## config.mk

```make
export PLATFORM = sky130hd
export DESIGN_NAME = debug_status_control
export DESIGN_NICKNAME = d
export VERILOG_FILES = /design/src/dbg_pkg.sv /design/src/bkpt_if.sv /design/src/bkpt_unit.sv /design/src/debug_status_control.sv
export SDC_FILE = /design/constraint.sdc
export NUM_CORES = 1
export LEC_CHECK = 0
export BUFFER_PORTS_ARGS = -buffer_cell sky130_fd_sc_hd__buf_2
export CORE_UTILIZATION = 39
export CTS_CLUSTER_DIAMETER = 120
export DETAILED_ROUTE_END_ITERATION = 10
export PLACE_DENSITY = 0.78
export SETUP_SLACK_MARGIN = 0.15
export SYNTH_ARGS = -nofsm -noshare
export SYNTH_HDL_FRONTEND = slang
export SYNTH_SLANG_ARGS = --single-unit
```

## constraint.sdc

```tcl
create_clock -name ref_clk -period 1.36 [get_ports ref_clk]
set_clock_uncertainty 0.15 [all_clocks]
set_input_delay 0.204 -clock ref_clk [delete_from_list [all_inputs] [get_ports ref_clk]]
set_output_delay 0.204 -clock ref_clk [all_outputs]
set_load 0.005 [all_outputs]
```

## src/dbg_pkg.sv

```systemverilog
package dbg_pkg;
    // register offset and field positions
    localparam logic [1:0] DSC_OFFSET = 2'h0;
    localparam int BIT_PERMIT = 7;
    localparam int BIT_ACTIVE = 6;
    localparam int BIT_BKPT_EN = 5;
    localparam int BIT_FORCE_TAG = 4;
    localparam int BIT_CLK_SEL = 3;
    localparam int BIT_WAIT_STOP = 2;
    localparam int BIT_WS_FAIL = 1;
    localparam int BIT_SLOW_FAIL = 0;
    // reset values, ordinary and in background mode
    localparam logic [7:0] DSC_RESET_NORMAL = 8'h00;
    localparam logic [7:0] DSC_RESET_BKGD = 8'hC8;
    // bits that the control write may change
    localparam logic [7:0] DSC_WRITE_MASK = 8'hB8;
    localparam int ADDR_W = 16;
    typedef enum logic [1:0] {
        CMD_NONE,
        CMD_READ_STATUS,
        CMD_WRITE_CONTROL,
        CMD_BACKGROUND
    } dbg_cmd_t;
    typedef enum logic [1:0] {
        MEM_OK,
        MEM_FAIL_WAIT_STOP,
        MEM_FAIL_SLOW
    } mem_result_t;
endpackage : dbg_pkg

```

## src/bkpt_if.sv

```systemverilog
`timescale 1ns/1ps
interface bkpt_if;
    import dbg_pkg::*;
    logic enable;
    logic force_sel;
    logic [ADDR_W-1:0] match_addr;
    logic [ADDR_W-1:0] cpu_addr;
    logic addr_valid;
    logic opcode_fetch;
    logic queue_end;
    logic tag_at_end;
    logic force_req;
    logic tag_hit;
    modport ctrl (output enable, force_sel, match_addr, cpu_addr, addr_valid, opcode_fetch, queue_end,
                  tag_at_end, input force_req, tag_hit);
    modport unit (input enable, force_sel, match_addr, cpu_addr, addr_valid, opcode_fetch, queue_end,
                  tag_at_end, output force_req, tag_hit);
endinterface : bkpt_if

```

## src/bkpt_unit.sv

```systemverilog
`timescale 1ns/1ps
module bkpt_unit
    import dbg_pkg::*;
(
    input wire logic ref_clk,
    input wire logic rst,
    bkpt_if.unit bp
);
    logic match;
    logic force_r;
    logic tag_r;

    // raw compare, gated by the enable so select and address are ignored when off
    assign match = bp.enable && bp.addr_valid && (bp.cpu_addr == bp.match_addr);

    // force style: request held until the next instruction boundary
    always_ff @(posedge ref_clk or posedge rst) begin
        if (rst) begin
            force_r <= 1'b0;
        end else if (!bp.enable || bp.queue_end) begin
            force_r <= 1'b0;
        end else if (match && bp.force_sel) begin
            force_r <= 1'b1;
        end
    end

    // tag style: mark the fetched opcode; cpu reports when it hits queue end
    always_ff @(posedge ref_clk or posedge rst) begin
        if (rst) begin
            tag_r <= 1'b0;
        end else begin
            tag_r <= match && !bp.force_sel && bp.opcode_fetch;
        end
    end

    assign bp.force_req = force_r && bp.enable;
    assign bp.tag_hit = bp.enable && !bp.force_sel && bp.tag_at_end;
endmodule : bkpt_unit

```

## src/debug_status_control.sv

```systemverilog
`timescale 1ns/1ps
// Function
// - reset in background mode sets permit, active and clock select; others clear
// - permit bit stays set until an ordinary reset
// - permit clear refuses background entry; non-intrusive commands still work
// - bit 6 shows active background mode, read only
// - breakpoint disabled ignores select and match address
// - force select: address match outside a queue end cycle forces background at next instruction boundary
// - tag select: tagged opcode at queue end enters background instead
// - bit 3 picks comm clock: 0 alternate, 1 bus clock; default 0
// - bit 2 reports wait or stop; most commands cannot complete then
// - background command lifts cpu from wait or stop into background
// - bit 1 set when memory command fails from wait or stop
// - bit 0 set when memory command fails on slow access
// - register reachable only through serial debug commands
module debug_status_control
    import dbg_pkg::*;
(
    input wire logic ref_clk,
    input wire logic rst,
    input wire logic reset_in_bkgd,
    input wire dbg_pkg::dbg_cmd_t cmd,
    input wire logic cmd_valid,
    input wire logic [7:0] cmd_wdata,
    output logic [7:0] status_rdata,
    output logic status_rvalid,
    output logic cmd_refused,
    input wire logic cpu_wait_stop,
    input wire logic cpu_exit_bkgd,
    input wire logic mem_done,
    input wire dbg_pkg::mem_result_t mem_result,
    input wire logic [ADDR_W-1:0] bkpt_address,
    input wire logic [ADDR_W-1:0] cpu_addr,
    input wire logic addr_valid,
    input wire logic opcode_fetch,
    input wire logic queue_end,
    input wire logic tag_at_end,
    output logic enter_bkgd,
    output logic swi_instead,
    output logic wake_cpu,
    output logic comm_clock_select
);
    logic background_permit_r;
    logic background_active_flag_r;
    logic breakpoint_enable_r;
    logic force_tag_select_r;
    logic comm_clock_select_r;
    logic wait_stop_failure_flag_r;
    logic slow_access_failure_flag_r;
    logic bkgd_seen_r;
    logic wr_ctrl;
    logic bg_cmd;
    logic bkpt_req;
    logic bkpt_seen;
    logic [7:0] status_word;
    logic [7:0] wr_eff;

    bkpt_if bp ();

    // breakpoint logic runs off the control bits
    assign bp.enable = breakpoint_enable_r;
    assign bp.force_sel = force_tag_select_r;
    assign bp.match_addr = bkpt_address;
    assign bp.cpu_addr = cpu_addr;
    assign bp.addr_valid = addr_valid;
    assign bp.opcode_fetch = opcode_fetch;
    assign bp.queue_end = queue_end;
    assign bp.tag_at_end = tag_at_end;

    bkpt_unit u_bkpt (
        .ref_clk(ref_clk),
        .rst(rst),
        .bp(bp)
    );

    assign wr_ctrl = cmd_valid && (cmd == CMD_WRITE_CONTROL);
    assign bg_cmd = cmd_valid && (cmd == CMD_BACKGROUND);

    assign wr_eff = cmd_wdata & DSC_WRITE_MASK;

    assign bkpt_seen = (bp.force_req && queue_end) || bp.tag_hit;

    assign bkpt_req = (bkpt_seen || bg_cmd) && background_permit_r && !background_active_flag_r;
    assign enter_bkgd = bkpt_req;
    // without permit the cpu takes a software interrupt instead
    assign swi_instead = bkpt_seen && !background_permit_r;
    assign cmd_refused = bg_cmd && !background_permit_r;
    assign wake_cpu = bg_cmd && background_permit_r && cpu_wait_stop;

    // strap sampled after release by clocked logic, not in the async branch
    always_ff @(posedge ref_clk or posedge rst) begin
        if (rst) begin
            bkgd_seen_r <= 1'b0;
        end else begin
            bkgd_seen_r <= 1'b1;
        end
    end

    always_ff @(posedge ref_clk or posedge rst) begin
        if (rst) begin
            background_permit_r <= DSC_RESET_NORMAL[BIT_PERMIT];
            breakpoint_enable_r <= DSC_RESET_NORMAL[BIT_BKPT_EN];
            force_tag_select_r <= DSC_RESET_NORMAL[BIT_FORCE_TAG];
            comm_clock_select_r <= DSC_RESET_NORMAL[BIT_CLK_SEL];
        end else if (!bkgd_seen_r && reset_in_bkgd) begin
            background_permit_r <= DSC_RESET_BKGD[BIT_PERMIT];
            breakpoint_enable_r <= DSC_RESET_BKGD[BIT_BKPT_EN];
            force_tag_select_r <= DSC_RESET_BKGD[BIT_FORCE_TAG];
            comm_clock_select_r <= DSC_RESET_BKGD[BIT_CLK_SEL];
        end else if (wr_ctrl) begin
            background_permit_r <= background_permit_r | wr_eff[BIT_PERMIT];
            breakpoint_enable_r <= wr_eff[BIT_BKPT_EN];
            force_tag_select_r <= wr_eff[BIT_FORCE_TAG];
            comm_clock_select_r <= wr_eff[BIT_CLK_SEL];
        end
    end

    always_ff @(posedge ref_clk or posedge rst) begin
        if (rst) begin
            background_active_flag_r <= DSC_RESET_NORMAL[BIT_ACTIVE];
        end else if (!bkgd_seen_r && reset_in_bkgd) begin
            background_active_flag_r <= DSC_RESET_BKGD[BIT_ACTIVE];
        end else if (bkpt_req) begin
            background_active_flag_r <= 1'b1;
        end else if (cpu_exit_bkgd) begin
            background_active_flag_r <= 1'b0;
        end
    end

    // wait or stop failure and slow access failure
    // each memory command result replaces the flags; a fail always sets
    always_ff @(posedge ref_clk or posedge rst) begin
        if (rst) begin
            wait_stop_failure_flag_r <= DSC_RESET_NORMAL[BIT_WS_FAIL];
            slow_access_failure_flag_r <= DSC_RESET_NORMAL[BIT_SLOW_FAIL];
        end else if (mem_done) begin
            wait_stop_failure_flag_r <= (mem_result == MEM_FAIL_WAIT_STOP);
            slow_access_failure_flag_r <= (mem_result == MEM_FAIL_SLOW);
        end
    end

    always_comb begin
        status_word = 8'h00;
        status_word[BIT_PERMIT] = background_permit_r;
        status_word[BIT_ACTIVE] = background_active_flag_r;
        status_word[BIT_BKPT_EN] = breakpoint_enable_r;
        status_word[BIT_FORCE_TAG] = force_tag_select_r;
        status_word[BIT_CLK_SEL] = comm_clock_select_r;
        status_word[BIT_WAIT_STOP] = cpu_wait_stop;
        status_word[BIT_WS_FAIL] = wait_stop_failure_flag_r;
        status_word[BIT_SLOW_FAIL] = slow_access_failure_flag_r;
    end

    // status read answer registered one cycle after the command
    always_ff @(posedge ref_clk or posedge rst) begin
        if (rst) begin
            status_rdata <= 8'h00;
            status_rvalid <= 1'b0;
        end else begin
            status_rvalid <= cmd_valid && (cmd == CMD_READ_STATUS);
            if (cmd_valid && (cmd == CMD_READ_STATUS)) begin
                status_rdata <= status_word;
            end
        end
    end

    assign comm_clock_select = comm_clock_select_r;
endmodule : debug_status_control

```

After elaboration in Yosys (flattened, before gate mapping)
Index checks and enable logic that the tools add are counted.
{"block": "op_classes", "eq_ne": 6, "div": 0, "n_lt_le_gt_ge": 0, "bitwise": 1, "n_mux": 13, "n_addsub": 0, "n_reduce_logical": 28, "multipliers": 0, "n_shift": 0}
{"op": "$logic_and A1 B1 Y1", "count": 17}
{"op": "$eq A16 B16 Y1", "count": 1}
{"op": "$mux W1", "count": 13}
{"op": "$eq A2 B2 Y1 const B", "count": 3}
{"op": "$logic_not A1 Y1", "count": 5}
{"op": "$eq A2 B1 Y1 const B", "count": 2}
{"op": "$reduce_bool A2 Y1", "count": 2}
{"op": "$logic_or A1 B1 Y1", "count": 3}
{"op": "$reduce_bool A3 Y1", "count": 1}
{"op": "$or A1 B1 Y1", "count": 1}
{"block": "word_totals", "word_cells": 59, "memories": 0, "romBits": 0, "latchBits": 0, "ramBits": 0, "regBits": 18}

Depth between registers and ports, before layout
Gate-level depths: netlist of the first run.
{"block": "depth", "word_depth": 9, "mapped_depth": 5, "depth_no_buf": 4}

Modules after synthesis
A second synthesis of the first run with hierarchy kept.
{"block": "unflattened", "hier_cells": 90, "area_unflattened_um2": 949.7}
{"module": "debug_status_control", "n_inst": 1, "area_per_inst_um2": 710.7, "seq_area_each_um2": 425.4, "cells_each": 60}
{"module": "bkpt_unit", "n_inst": 1, "area_per_inst_um2": 239.0, "seq_area_each_um2": 25.0, "cells_each": 30}

Worst setup path before layout of the first run
OpenSTA, ideal clock, no wires.
{"block": "synth_timing", "path_type": "register to register", "startpoint": "reg u_bkpt.force_r", "endpoint": "reg background_active_flag_r", "path_slack_ps": 107, "synth_period_minus_slack_ps": 1253, "setup_time_ps": 124, "required_time_ps": 1086, "t_arrival_ps": 979, "path_stages_with_launch": 5, "path_cell_list": "dfrtp_1 and2_1 o21ai_1 a21oi_1 a211o_1"}
{"block": "synth_via", "elab_chain_len": 8}
{"element": "start, declared", "line_no": "bkpt_unit.sv:10", "source": "logic force_r;"}
{"element": "start signal, assigned", "line_no": "bkpt_unit.sv:19", "source": "force_r <= 1'b0;"}
{"element": "start signal, assigned", "line_no": "bkpt_unit.sv:21", "source": "force_r <= 1'b0;"}
{"element": "start signal, assigned", "line_no": "bkpt_unit.sv:23", "source": "force_r <= 1'b1;"}
{"element": "$logic_and A1 B1 Y1 *", "line_no": "bkpt_unit.sv:36", "source": "assign bp.force_req = force_r && bp.enable;"}
{"element": "$logic_and A1 B1 Y1 *", "line_no": "debug_status_control.sv:81", "source": "assign bkpt_seen = (bp.force_req && queue_end) || bp.tag_hit;"}
{"element": "$logic_or A1 B1 Y1 *", "line_no": "debug_status_control.sv:81"}
{"element": "$logic_or A1 B1 Y1 *", "line_no": "debug_status_control.sv:83", "source": "assign bkpt_req = (bkpt_seen || bg_cmd) && background_permit_r && !background_active_flag_r;"}
{"element": "$logic_and A1 B1 Y1 * (2 in series)", "line_no": "debug_status_control.sv:83"}
{"element": "via enter_bkgd", "line_no": "debug_status_control.sv:38", "source": "output logic enter_bkgd,"}
{"element": "$mux W1", "line_no": "debug_status_control.sv:123", "source": "end else if (bkpt_req) begin"}
{"element": "$mux W1", "line_no": "debug_status_control.sv:121", "source": "end else if (!bkgd_seen_r && reset_in_bkgd) begin"}
{"element": "end signal, assigned", "line_no": "debug_status_control.sv:120", "source": "background_active_flag_r <= DSC_RESET_NORMAL[BIT_ACTIVE];"}
{"element": "end signal, assigned", "line_no": "debug_status_control.sv:122", "source": "background_active_flag_r <= DSC_RESET_BKGD[BIT_ACTIVE];"}
{"element": "end, declared", "line_no": "debug_status_control.sv:44", "source": "logic background_active_flag_r;"}
Mark *: on every way through the listed nets, which the timed path passes. The rest lies on a longest branch.
A chain may end at the register's enable or synchronous reset.

Worst setup path in the final report of the first run
{"block": "layout_timing", "startpoint": "reg force_tag_select_r, in the netlist bp.force_sel", "endpoint": "out enter_bkgd"}
{"block": "layout_via", "elab_chain_len": 7}
{"element": "start, declared", "line_no": "debug_status_control.sv:46", "source": "logic force_tag_select_r;"}
{"element": "start signal, assigned", "line_no": "debug_status_control.sv:103", "source": "force_tag_select_r <= DSC_RESET_NORMAL[BIT_FORCE_TAG];"}
{"element": "start signal, assigned", "line_no": "debug_status_control.sv:108", "source": "force_tag_select_r <= DSC_RESET_BKGD[BIT_FORCE_TAG];"}
{"element": "start signal, assigned", "line_no": "debug_status_control.sv:113", "source": "force_tag_select_r <= wr_eff[BIT_FORCE_TAG];"}
{"element": "$logic_not A1 Y1"}
{"element": "$logic_and A1 B1 Y1 (2 in series)", "line_no": "bkpt_unit.sv:37", "source": "assign bp.tag_hit = bp.enable && !bp.force_sel && bp.tag_at_end;"}
{"element": "$logic_or A1 B1 Y1", "line_no": "debug_status_control.sv:81"}
{"element": "$logic_or A1 B1 Y1", "line_no": "debug_status_control.sv:83"}
{"element": "$logic_and A1 B1 Y1 (2 in series)", "line_no": "debug_status_control.sv:83"}
{"element": "end, declared", "line_no": "debug_status_control.sv:38"}
Every way passes these cells.

==> impl_metrics.py, run 1 <==
metrics = {
    "global_routing": {
        "overflow": 0,
        "grt_max_degree": 19,
        "antenna_found_initial": 0,
        "grt_pass1_wl_um": 3691,
        "grtUsageTotal": 0.1922,
        "grt_pass1_vias": 933,
    },
    "power": {
        "power.total_mw": 1.251,
        "p_per_area_mw_per_mm2": 874.7,
        "p_seq_frac": 0.493,
        "netSwitchingPower_mw": 0.3166,
        "comb_power_share": 0.249,
        "leakage_nw": 0.7670,
        "p_int_mw": 0.9344,
        "p_clk_frac": 0.258,
        "switching_share": 0.2531,
        "ir_drop_mv": 0.4706,
    },
    "timing": {
        "hold_slack_ps": 10.62,
        "fin_tns_setup_ps": -512.9,
        "setup_viol": 3,
        "min_period_ps": 1584,
        "finalHoldViolCount": 0,
        "max_freq_ghz": 0.6315,
        "slew_violations": 0,
        "setup_ws_ps": -223.6,
        "rsz0062_at_grt": "true",
        "period_share": 1.164,
    },
    "routing": {
        "drc_errors": 0,
        "wirelength_um": 2204,
        "dr.pass1.iters": 4,
        "drtIter0Drc": 3,
        "ant_nets": 0,
        "viasPerCell": 4.652,
        "routedWlPerCell_um": 11.13,
        "vias": 921,
    },
    "worst_setup_path": {
        "path_max_fanout": 2,
        "worstReg2RegStart": "u_bkpt.force_r",
        "worstPathArrival_ps": 1230,
        "startpoint_type": "flop",
        "r2r-end": "background_active_flag_r",
        "path_class": "flop to output port",
        "reg2regPathDepth": 6,
        "required_ps": 1010,
        "r2r_setup_slack_ps": -120,
        "cp-end-kind": "output port",
        "critPathLaunch": "bp.force_sel",
    },
    "logic_synthesis": {
        "ys_seq_area_frac": 0.4932,
        "synth_cell_types": 25,
        "netlist_instances": 91,
        "synth_fp_nets": 146,
        "synth-edff-count": 0,
        "ys.flop_type": "dfrtp_1",
        "synth-seq-cells": 18,
        "synth_area_per_cell_um2": 10.04,
        "yosys_warnings": 0,
        "synthesis.area_um2": 913.4,
        "async_reset_ff_frac": 1.000,
    },
    "clock_network": {
        "clk-insertion-delay-late_ps": 290,
        "cts_root_buffer": "clkbuf_4",
        "cts_tree": "yes",
        "cts_buffers": 3,
        "clkSinkCount": 18,
        "h-tree-depth": 1,
        "clk_path_buf_depth": 2,
        "path_clk_slew_ps": 100,
    },
    "layout": {
        "fillCellCount": 193,
        "final_cell_mix": "63 x buf_2, 17 x dfrtp_1, 13 x xnor2_1",
        "fin_nets": 226,
        "final_area_mm2": 0.001430,
        "syn_to_final_growth_pct": 56.58,
        "final_common_cell": "buf_2",
        "n_antenna_cell": 0,
        "drive_gt1_frac": 0.5059,
        "final_cells": 198,
    },
    "die": {
        "core_mm2": 0.002212,
        "initial_core_util": 0.4129,
        "core.rowCount": 17,
        "dieHeight_um": 50.40,
        "die_x_um": 50.40,
        "ios": 69,
        "die_area_mm2": 0.002540,
    },
    "placed_design": {
        "placed_cell_area_mm2": 0.001291,
        "dp.cells": 184,
        "place_hpwl_um": 1745,
        "place.gp.congestion": 0.7346,
        "port_buffers": 63,
    },
    "hold_path": {
        "holdPathStages": 3,
        "holdCritPathClass": "primary input to flop",
        "hold_end": "bp.force_sel",
        "hp-start": "cmd_wdata[4]",
    },
    "run_status": {
        "violations": "setup timing",
        "status": "finished with violations",
    },
    "run": {
        "maxCapViolCount": 0,
    },
}
## final cells by class
class	count	area, um2	area share
multi-input cells	65	454.2	0.3176
flip-flops and latches	18	451.7	0.3158
repair buffers	76	426.7	0.2983
clock buffers	4	36.28	0.02537
well taps	28	35.03	0.02450
inverters	7	26.28	0.01837
## kinds of logic after synthesis
logic type      share of synthesized area
buf+inv                           0.03425
other cells                      0.004106
simple gates                       0.1753
flops                              0.4931
compound gates                    0.06849
mux                               0.07123
xor+xnor                           0.1534
## routing by layer
layer | GRT usage | vias up | routed length, um | share of wire
li1 | - | 458 | - | -
met1 | 0.2161 | 416 | 823 | 0.37
met2 | 0.3511 | 45 | 1204 | 0.55
met3 | 0.04242 | 2 | 165 | 0.075
met4 | 0.06944 | 0 | 11 | 0.0050
met5 | 0 | - | 0 | 0
## synthesized netlist by cell type (2+ instances only)
library cell | n | area [um2]
inv_1 | 7 | 26.28
a211o_1 | 2 | 17.52
xnor2_1 | 13 | 113.9
xor2_1 | 3 | 26.28
mux2i_1 | 2 | 20.02
nor2_1 | 7 | 26.28
o21ai_0 | 4 | 20.02
dfrtp_1 | 18 | 450.4
nand4_1 | 4 | 25.02
mux2_2 | 4 | 45.04
nand2_1 | 10 | 37.54
nand3b_1 | 3 | 22.52
nor2b_1 | 2 | 12.51
## power by group through the flow
stage               clock (mW)  sequential (mW)  combinational [mW]
finish                   0.323            0.617               0.311
CTS                      0.332            0.617               0.299
global placement             0            0.625               0.267
floorplan                    0            0.630               0.123
global route             0.357            0.621               0.349
detailed placement           0            0.630               0.278
## stage by stage
stage | util | worst slack, ps
3_5_place_dp | 0.5837 | 71.68
3_3_place_gp | 0.5837 | 106.6
2_1_floorplan | - | 156.9
4_1_cts | 0.6329 | -176.7
5_1_grt | 0.6465 | -289.2
6_report | 0.6465 | -223.6
## registers in the layout (all words and copies together) (netlist names)
signal and count:
status_rvalid 1, slow_access_failure_flag_r 1, wait_stop_failure_flag_r 1, bkgd_seen_r 1
status_rdata 8, bp.force_sel 1, background_permit_r 1, bp.enable 1
background_active_flag_r 1, u_bkpt.force_r 1, comm_clock_select 1
## worst max-delay path by stage
stage          slack, ps                  endpoint
2_1_floorplan        160  background_active_flag_r
4_1_cts             -180                enter_bkgd
5_1_grt             -290                enter_bkgd
3_3_place_gp         110           status_rdata[0]
6_report            -220                enter_bkgd
3_5_place_dp          70           status_rdata[2]
## worst max-delay path, stage by stage (launching register included)
cell     delay [ps]
dfrtp_1         400
nor2b_2         160
o21ai_4          70
a21oi_2         160
buf_2           140
## timing repair
action | 4_1_cts | 5_1_grt
setup endpoints to repair | 6 | 7
buffers inserted | 3 | 3
resized for setup | 2 | 3
pin swaps | 3 | 4
endpoints found under the hold margin | 20 | 0
hold buffers | 4 | 0
Note: power is estimated with default switching activity, not from simulation.
==> inputs of run 2 (changes only) <==
- BUFFER_PORTS_ARGS: -buffer_cell sky130_fd_sc_hd__buf_2 -> not set
- CORE_UTILIZATION: 39 -> 45
- DONT_BUFFER_PORTS: not set -> 1
- PLACE_DENSITY: 0.78 -> 0.7
==> run 2 against run 1 <==
The flow still finishes with violations (setup timing). Critical endpoint unchanged. Design area decreased by 21%. Largest cell class unchanged. Utilization is 2.5 points lower. Final cell count fell by 33%.
==> impl_metrics.py, run 2 (synthesized netlist as in run 1, its figures left out) <==
metrics = {
    "power": {
        "p_clk_frac": 0.243,
        "p_int_mw": 0.7973,
        "leakage_nw": 0.5043,
        "p_per_area_mw_per_mm2": 950.3,
        "ir_drop_mv": 0.8039,
        "power.total_mw": 1.075,
        "p_seq_frac": 0.584,
        "comb_power_share": 0.172,
        "switching_share": 0.2583,
        "netSwitchingPower_mw": 0.2776,
    },
    "layout": {
        "drive_gt1_frac": 0.1759,
        "final_common_cell": "dfrtp_1",
        "largest_register_ffs": 8,
        "top_register": "status_rdata",
        "fin_nets": 165,
        "final_cell_mix": "18 x dfrtp_1, 13 x xnor2_1, 10 x nand2_1, 10 x dlygate4sd3_1, 7 x inv_1",
        "final_area_mm2": 0.001131,
        "syn_to_final_growth_pct": 23.84,
        "n_antenna_cell": 0,
    },
    "timing": {
        "period_share": 1.070,
        "slew_violations": 0,
        "setup_viol": 2,
        "rsz0062_at_grt": "true",
        "max_freq_ghz": 0.6871,
        "hold_slack_ps": 93.12,
        "min_period_ps": 1455,
        "finalHoldViolCount": 0,
        "setup_ws_ps": -95.48,
    },
    "placed_design": {
        "dp_slack_ps": 77.64,
        "port_buffers": 0,
        "placed_cell_area_um2": 972.2,
        "place_hpwl_um": 1318,
        "place.gp.congestion": 0.6452,
    },
    "global_routing": {
        "grtUsageTotal": 0.1882,
        "overflow": 0,
        "antenna_found_initial": 0,
        "grt_max_degree": 19,
        "grt_pass1_wl_um": 2766,
        "grt_pass1_vias": 666,
    },
    "worst_setup_path": {
        "required_ps": 1010,
        "cp-end-kind": "output port",
        "path_max_fanout": 2,
        "path_class": "flop to output port",
        "worstPathArrival_ps": 1100,
        "reg2regPathDepth": 4,
        "startpoint_type": "flop",
    },
    "routing": {
        "viasPerCell": 5.180,
        "drc_errors": 0,
        "routedWlPerCell_um": 14.15,
        "ant_nets": 0,
        "vias": 689,
        "wirelength_um": 1882,
        "dr.pass1.iters": 4,
        "drtIter0Drc": 8,
    },
    "die": {
        "die_area_mm2": 0.002214,
        "initial_core_util": 0.5017,
        "die_x_um": 47.05,
        "dieHeight_um": 47.05,
        "core.rowCount": 15,
        "ios": 69,
        "core_mm2": 0.001821,
    },
    "run_status": {
        "status": "finished with violations",
        "violations": "setup timing",
    },
    "clock_network": {
        "cts_buffers": 3,
        "path_clk_slew_ps": 100,
        "h-tree-depth": 1,
        "clk-insertion-delay-late_ps": 290,
        "cts_root_buffer": "clkbuf_4",
        "clk_path_buf_depth": 2,
        "clkSinkCount": 18,
        "cts_tree": "yes",
    },
    "run": {
        "maxCapViolCount": 0,
    },
    "hold_path": {
        "holdCritPathClass": "primary input to flop",
        "holdPathStages": 2,
    },
}
## run 2: layout make-up
cell class	count	area, um2
Fill cell	160	689.4
Timing Repair Buffer	15	137.6
Multi-Input combinational cell	65	462.9
Tap cell	25	31.28
Inverter	7	26.28
Sequential cell	18	450.4
Clock buffer	3	22.52
## run 2: final timing paths
check / start / to / slack [ps]
min in group asynchronous: rst / u_bkpt.force_r / 210
worst max register to register: u_bkpt.force_r / background_active_flag_r / 90
worst min-delay path: reset_in_bkgd / bp.force_sel / 90
max in group asynchronous: rst / status_rdata[4] / 650
worst min register to register: background_active_flag_r / background_active_flag_r / 360
worst max-delay path: bp.force_sel / enter_bkgd / -100
## run 2: critical path, stage by stage (launching register included)
cell     delay, ps
dfrtp_1        410
nor2b_2        160
o21ai_4         70
a21oi_2        160
## run 2: per-stage QoR
stage               cells    util  TNS, ps
floorplan              91       -        0
global placement      118  0.5340        0
detailed placement    118  0.5340        0
CTS                   133  0.6186   -159.7
global route          133  0.6213   -272.0
finish                133  0.6213   -152.8
## run 2: metal layers
layer / GRT usage / vias to the layer above / wire length (um)
met1: 0.2319 / 311 / 781
met3: 0.08846 / 0 / 183
met4: 0.03429 / 0 / 0
met2: 0.3056 / 43 / 916
met5: 0 / - / 0
li1: - / 335 / -
## run 2: power groups by stage
stage	registers (mW)	clock network, mW	logic (mW)
6_report	0.628	0.262	0.185
3_5_place_dp	0.640	0	0.149
3_3_place_gp	0.638	0	0.143
5_1_grt	0.636	0.295	0.208
4_1_cts	0.628	0.269	0.184
2_1_floorplan	0.630	0	0.123
## run 2: timing repair
item,in CTS,in global routing
hold buffers,10,0
endpoints found under the setup margin,6,5
pin swaps,3,1
endpoints found under the hold margin,26,0
setup buffers,2,0
gates resized for setup,3,2
==> inputs of run 3 (changes only) <==
- CAP_MARGIN: not set -> 15
- CORE_ASPECT_RATIO: not set -> 0.75
==> run 3 against run 2 <==
The run still ends with setup timing left. Non-clock buffer count down 1. Highest routed layer is now met4. Design area up 0.33%. Maximum frequency up 1.2%. Critical path depth unchanged. Final cell count down 2.3%. Largest power group unchanged. Largest cell class unchanged. First-iteration DRC count down 13%. Critical path type unchanged. Utilization up 0.16 points. Total power up 5.0%.
==> impl_metrics.py, run 3 (synthesized netlist as in run 1, its figures left out) <==
metrics = {
    "run_status": {
        "status": "finished with violations",
        "violations": "setup timing",
    },
    "worst_setup_path": {
        "critPathBufInv": 0,
        "path_class": "flop to output port",
        "r2r-end": "background_active_flag_r",
        "worstPathArrival_ps": 1080,
        "reg2regPathDepth": 4,
        "startpoint_type": "flop",
        "cp_cell_sequence": "nor2b_2 > o21ai_2 > a21oi_2",
        "r2r_setup_slack_ps": 70,
        "slowest_delay_ps": 420,
        "required_ps": 1010,
        "slowest_stage": "dfrtp_1",
        "worstReg2RegStart": "u_bkpt.force_r",
        "path_max_fanout": 2,
        "crit_family": "flip-flops",
        "cp-end-kind": "output port",
    },
    "routing": {
        "drtIter0Drc": 7,
        "ant_nets": 0,
        "viasPerCell": 5.200,
        "vias": 676,
        "drc_errors": 0,
        "wirelength_um": 1694,
        "routedWlPerCell_um": 13.03,
        "dr.pass1.iters": 4,
    },
    "timing": {
        "max_freq_ghz": 0.6955,
        "min_period_ps": 1438,
        "slew_violations": 0,
        "period_share": 1.057,
        "setup_ws_ps": -77.90,
        "finalHoldViolCount": 0,
        "setup_viol": 2,
        "rsz0062_at_grt": "true",
    },
    "layout": {
        "final_cell_mix": "17 x dfrtp_1, 13 x xnor2_1, 10 x dlygate4sd3_1",
        "final_area_mm2": 0.001135,
        "largest_register_ffs": 8,
        "drive_gt1_frac": 0.1944,
        "fin_util": 0.6229,
        "syn_to_final_growth_pct": 24.25,
        "final_common_cell": "dfrtp_1",
        "fin_nets": 164,
        "final_cells": 130,
        "fillCellCount": 160,
        "n_antenna_cell": 0,
        "top_register": "status_rdata",
    },
    "clock_network": {
        "cts_root_buffer": "clkbuf_4",
        "cts_buffers": 3,
        "h-tree-depth": 1,
        "clk-insertion-delay-late_ps": 290,
        "path_clk_slew_ps": 100,
        "cts_tree": "yes",
        "clkSinkCount": 18,
        "clk_path_buf_depth": 2,
    },
    "placed_design": {
        "port_buffers": 0,
        "place_hpwl_um": 1324,
        "placed_cell_area_um2": 968.4,
        "place.gp.congestion": 0.6475,
        "dp.cells": 115,
        "dp_slack_ps": 109.1,
    },
    "power": {
        "switching_share": 0.2407,
        "power.total_mw": 1.129,
        "p_int_mw": 0.8570,
        "leakage_nw": 0.5066,
        "p_clk_frac": 0.284,
        "netSwitchingPower_mw": 0.2717,
        "p_seq_frac": 0.556,
        "p_per_area_mw_per_mm2": 994.6,
        "ir_drop_mv": 0.5832,
        "comb_power_share": 0.160,
    },
    "hold_path": {
        "holdCritPathClass": "primary input to flop",
        "holdPathStages": 2,
        "hp-start": "reset_in_bkgd",
        "hold_end": "bp.force_sel",
    },
    "global_routing": {
        "grt_pass1_vias": 603,
        "grt_pass1_wl_um": 2553,
        "antenna_found_initial": 0,
        "overflow": 0,
        "grt_max_degree": 19,
        "grtUsageTotal": 0.1758,
    },
    "die": {
        "initial_core_util": 0.5014,
        "dieHeight_um": 41.02,
        "core_mm2": 0.001822,
        "ios": 69,
        "core.rowCount": 13,
        "die_area_mm2": 0.002216,
        "die_x_um": 54.02,
    },
    "run": {
        "maxCapViolCount": 0,
    },
}
## run 3: metal layers
metal  global-route usage  part of all wire  up-vias
met2               0.2870              0.48       30
li1                     -                 -      336
met5                    0                 0        -
met1               0.2009              0.41      307
met3               0.1037             0.093        3
met4              0.03846            0.0077        0
## run 3: through the flow
step / setup TNS (ps) / hold slack (ps)
after global routing: -249.0 / 54.88
after detailed placement: 0 / -26.82
after global placement: 0 / -24.71
final: -122.9 / 69.60
after floorplan: 0 / -7.430
after CTS: -199.1 / 61.53
## run 3: what timing repair did
| item | in CTS | in global routing |
|---|---|---|
| setup buffers | 1 | 0 |
| gates resized for setup | 0 | 7 |
| gates cloned | 0 | 0 |
| pin swaps | 4 | 0 |
| endpoints found under the setup margin | 6 | 6 |
| hold buffers | 10 | 0 |
| endpoints found under the hold margin | 26 | 0 |
## run 3: layout make-up
| type | instances | area [um2] | area share |
|---|---|---|---|
| timing repair buffer | 14 | 130.1 | 0.1147 |
| sequential | 18 | 451.7 | 0.3980 |
| multi-input combinational | 65 | 462.9 | 0.4079 |
| clock buffer | 4 | 36.28 | 0.03197 |
| inverter | 7 | 26.28 | 0.02315 |
| tap | 22 | 27.53 | 0.02426 |
## run 3: worst max-delay path by stage
stage,startpoint,to,slack (ps),cells past startpoint
after global routing,bp.force_sel,enter_bkgd,-140,3
after detailed placement,u_bkpt.force_r,background_active_flag_r,110,4
after CTS,bp.force_sel,enter_bkgd,-120,3
after global placement,u_bkpt.force_r,background_active_flag_r,120,4
final,bp.force_sel,enter_bkgd,-80,3
after floorplan,u_bkpt.force_r,background_active_flag_r,160,4
## run 3: power groups by stage
stage | clock network [mW] | logic, mW | registers, mW
after floorplan | 0 | 0.123 | 0.630
after global placement | 0 | 0.143 | 0.639
after detailed placement | 0 | 0.149 | 0.641
after CTS | 0.335 | 0.180 | 0.629
after global routing | 0.366 | 0.207 | 0.638
final | 0.320 | 0.181 | 0.628
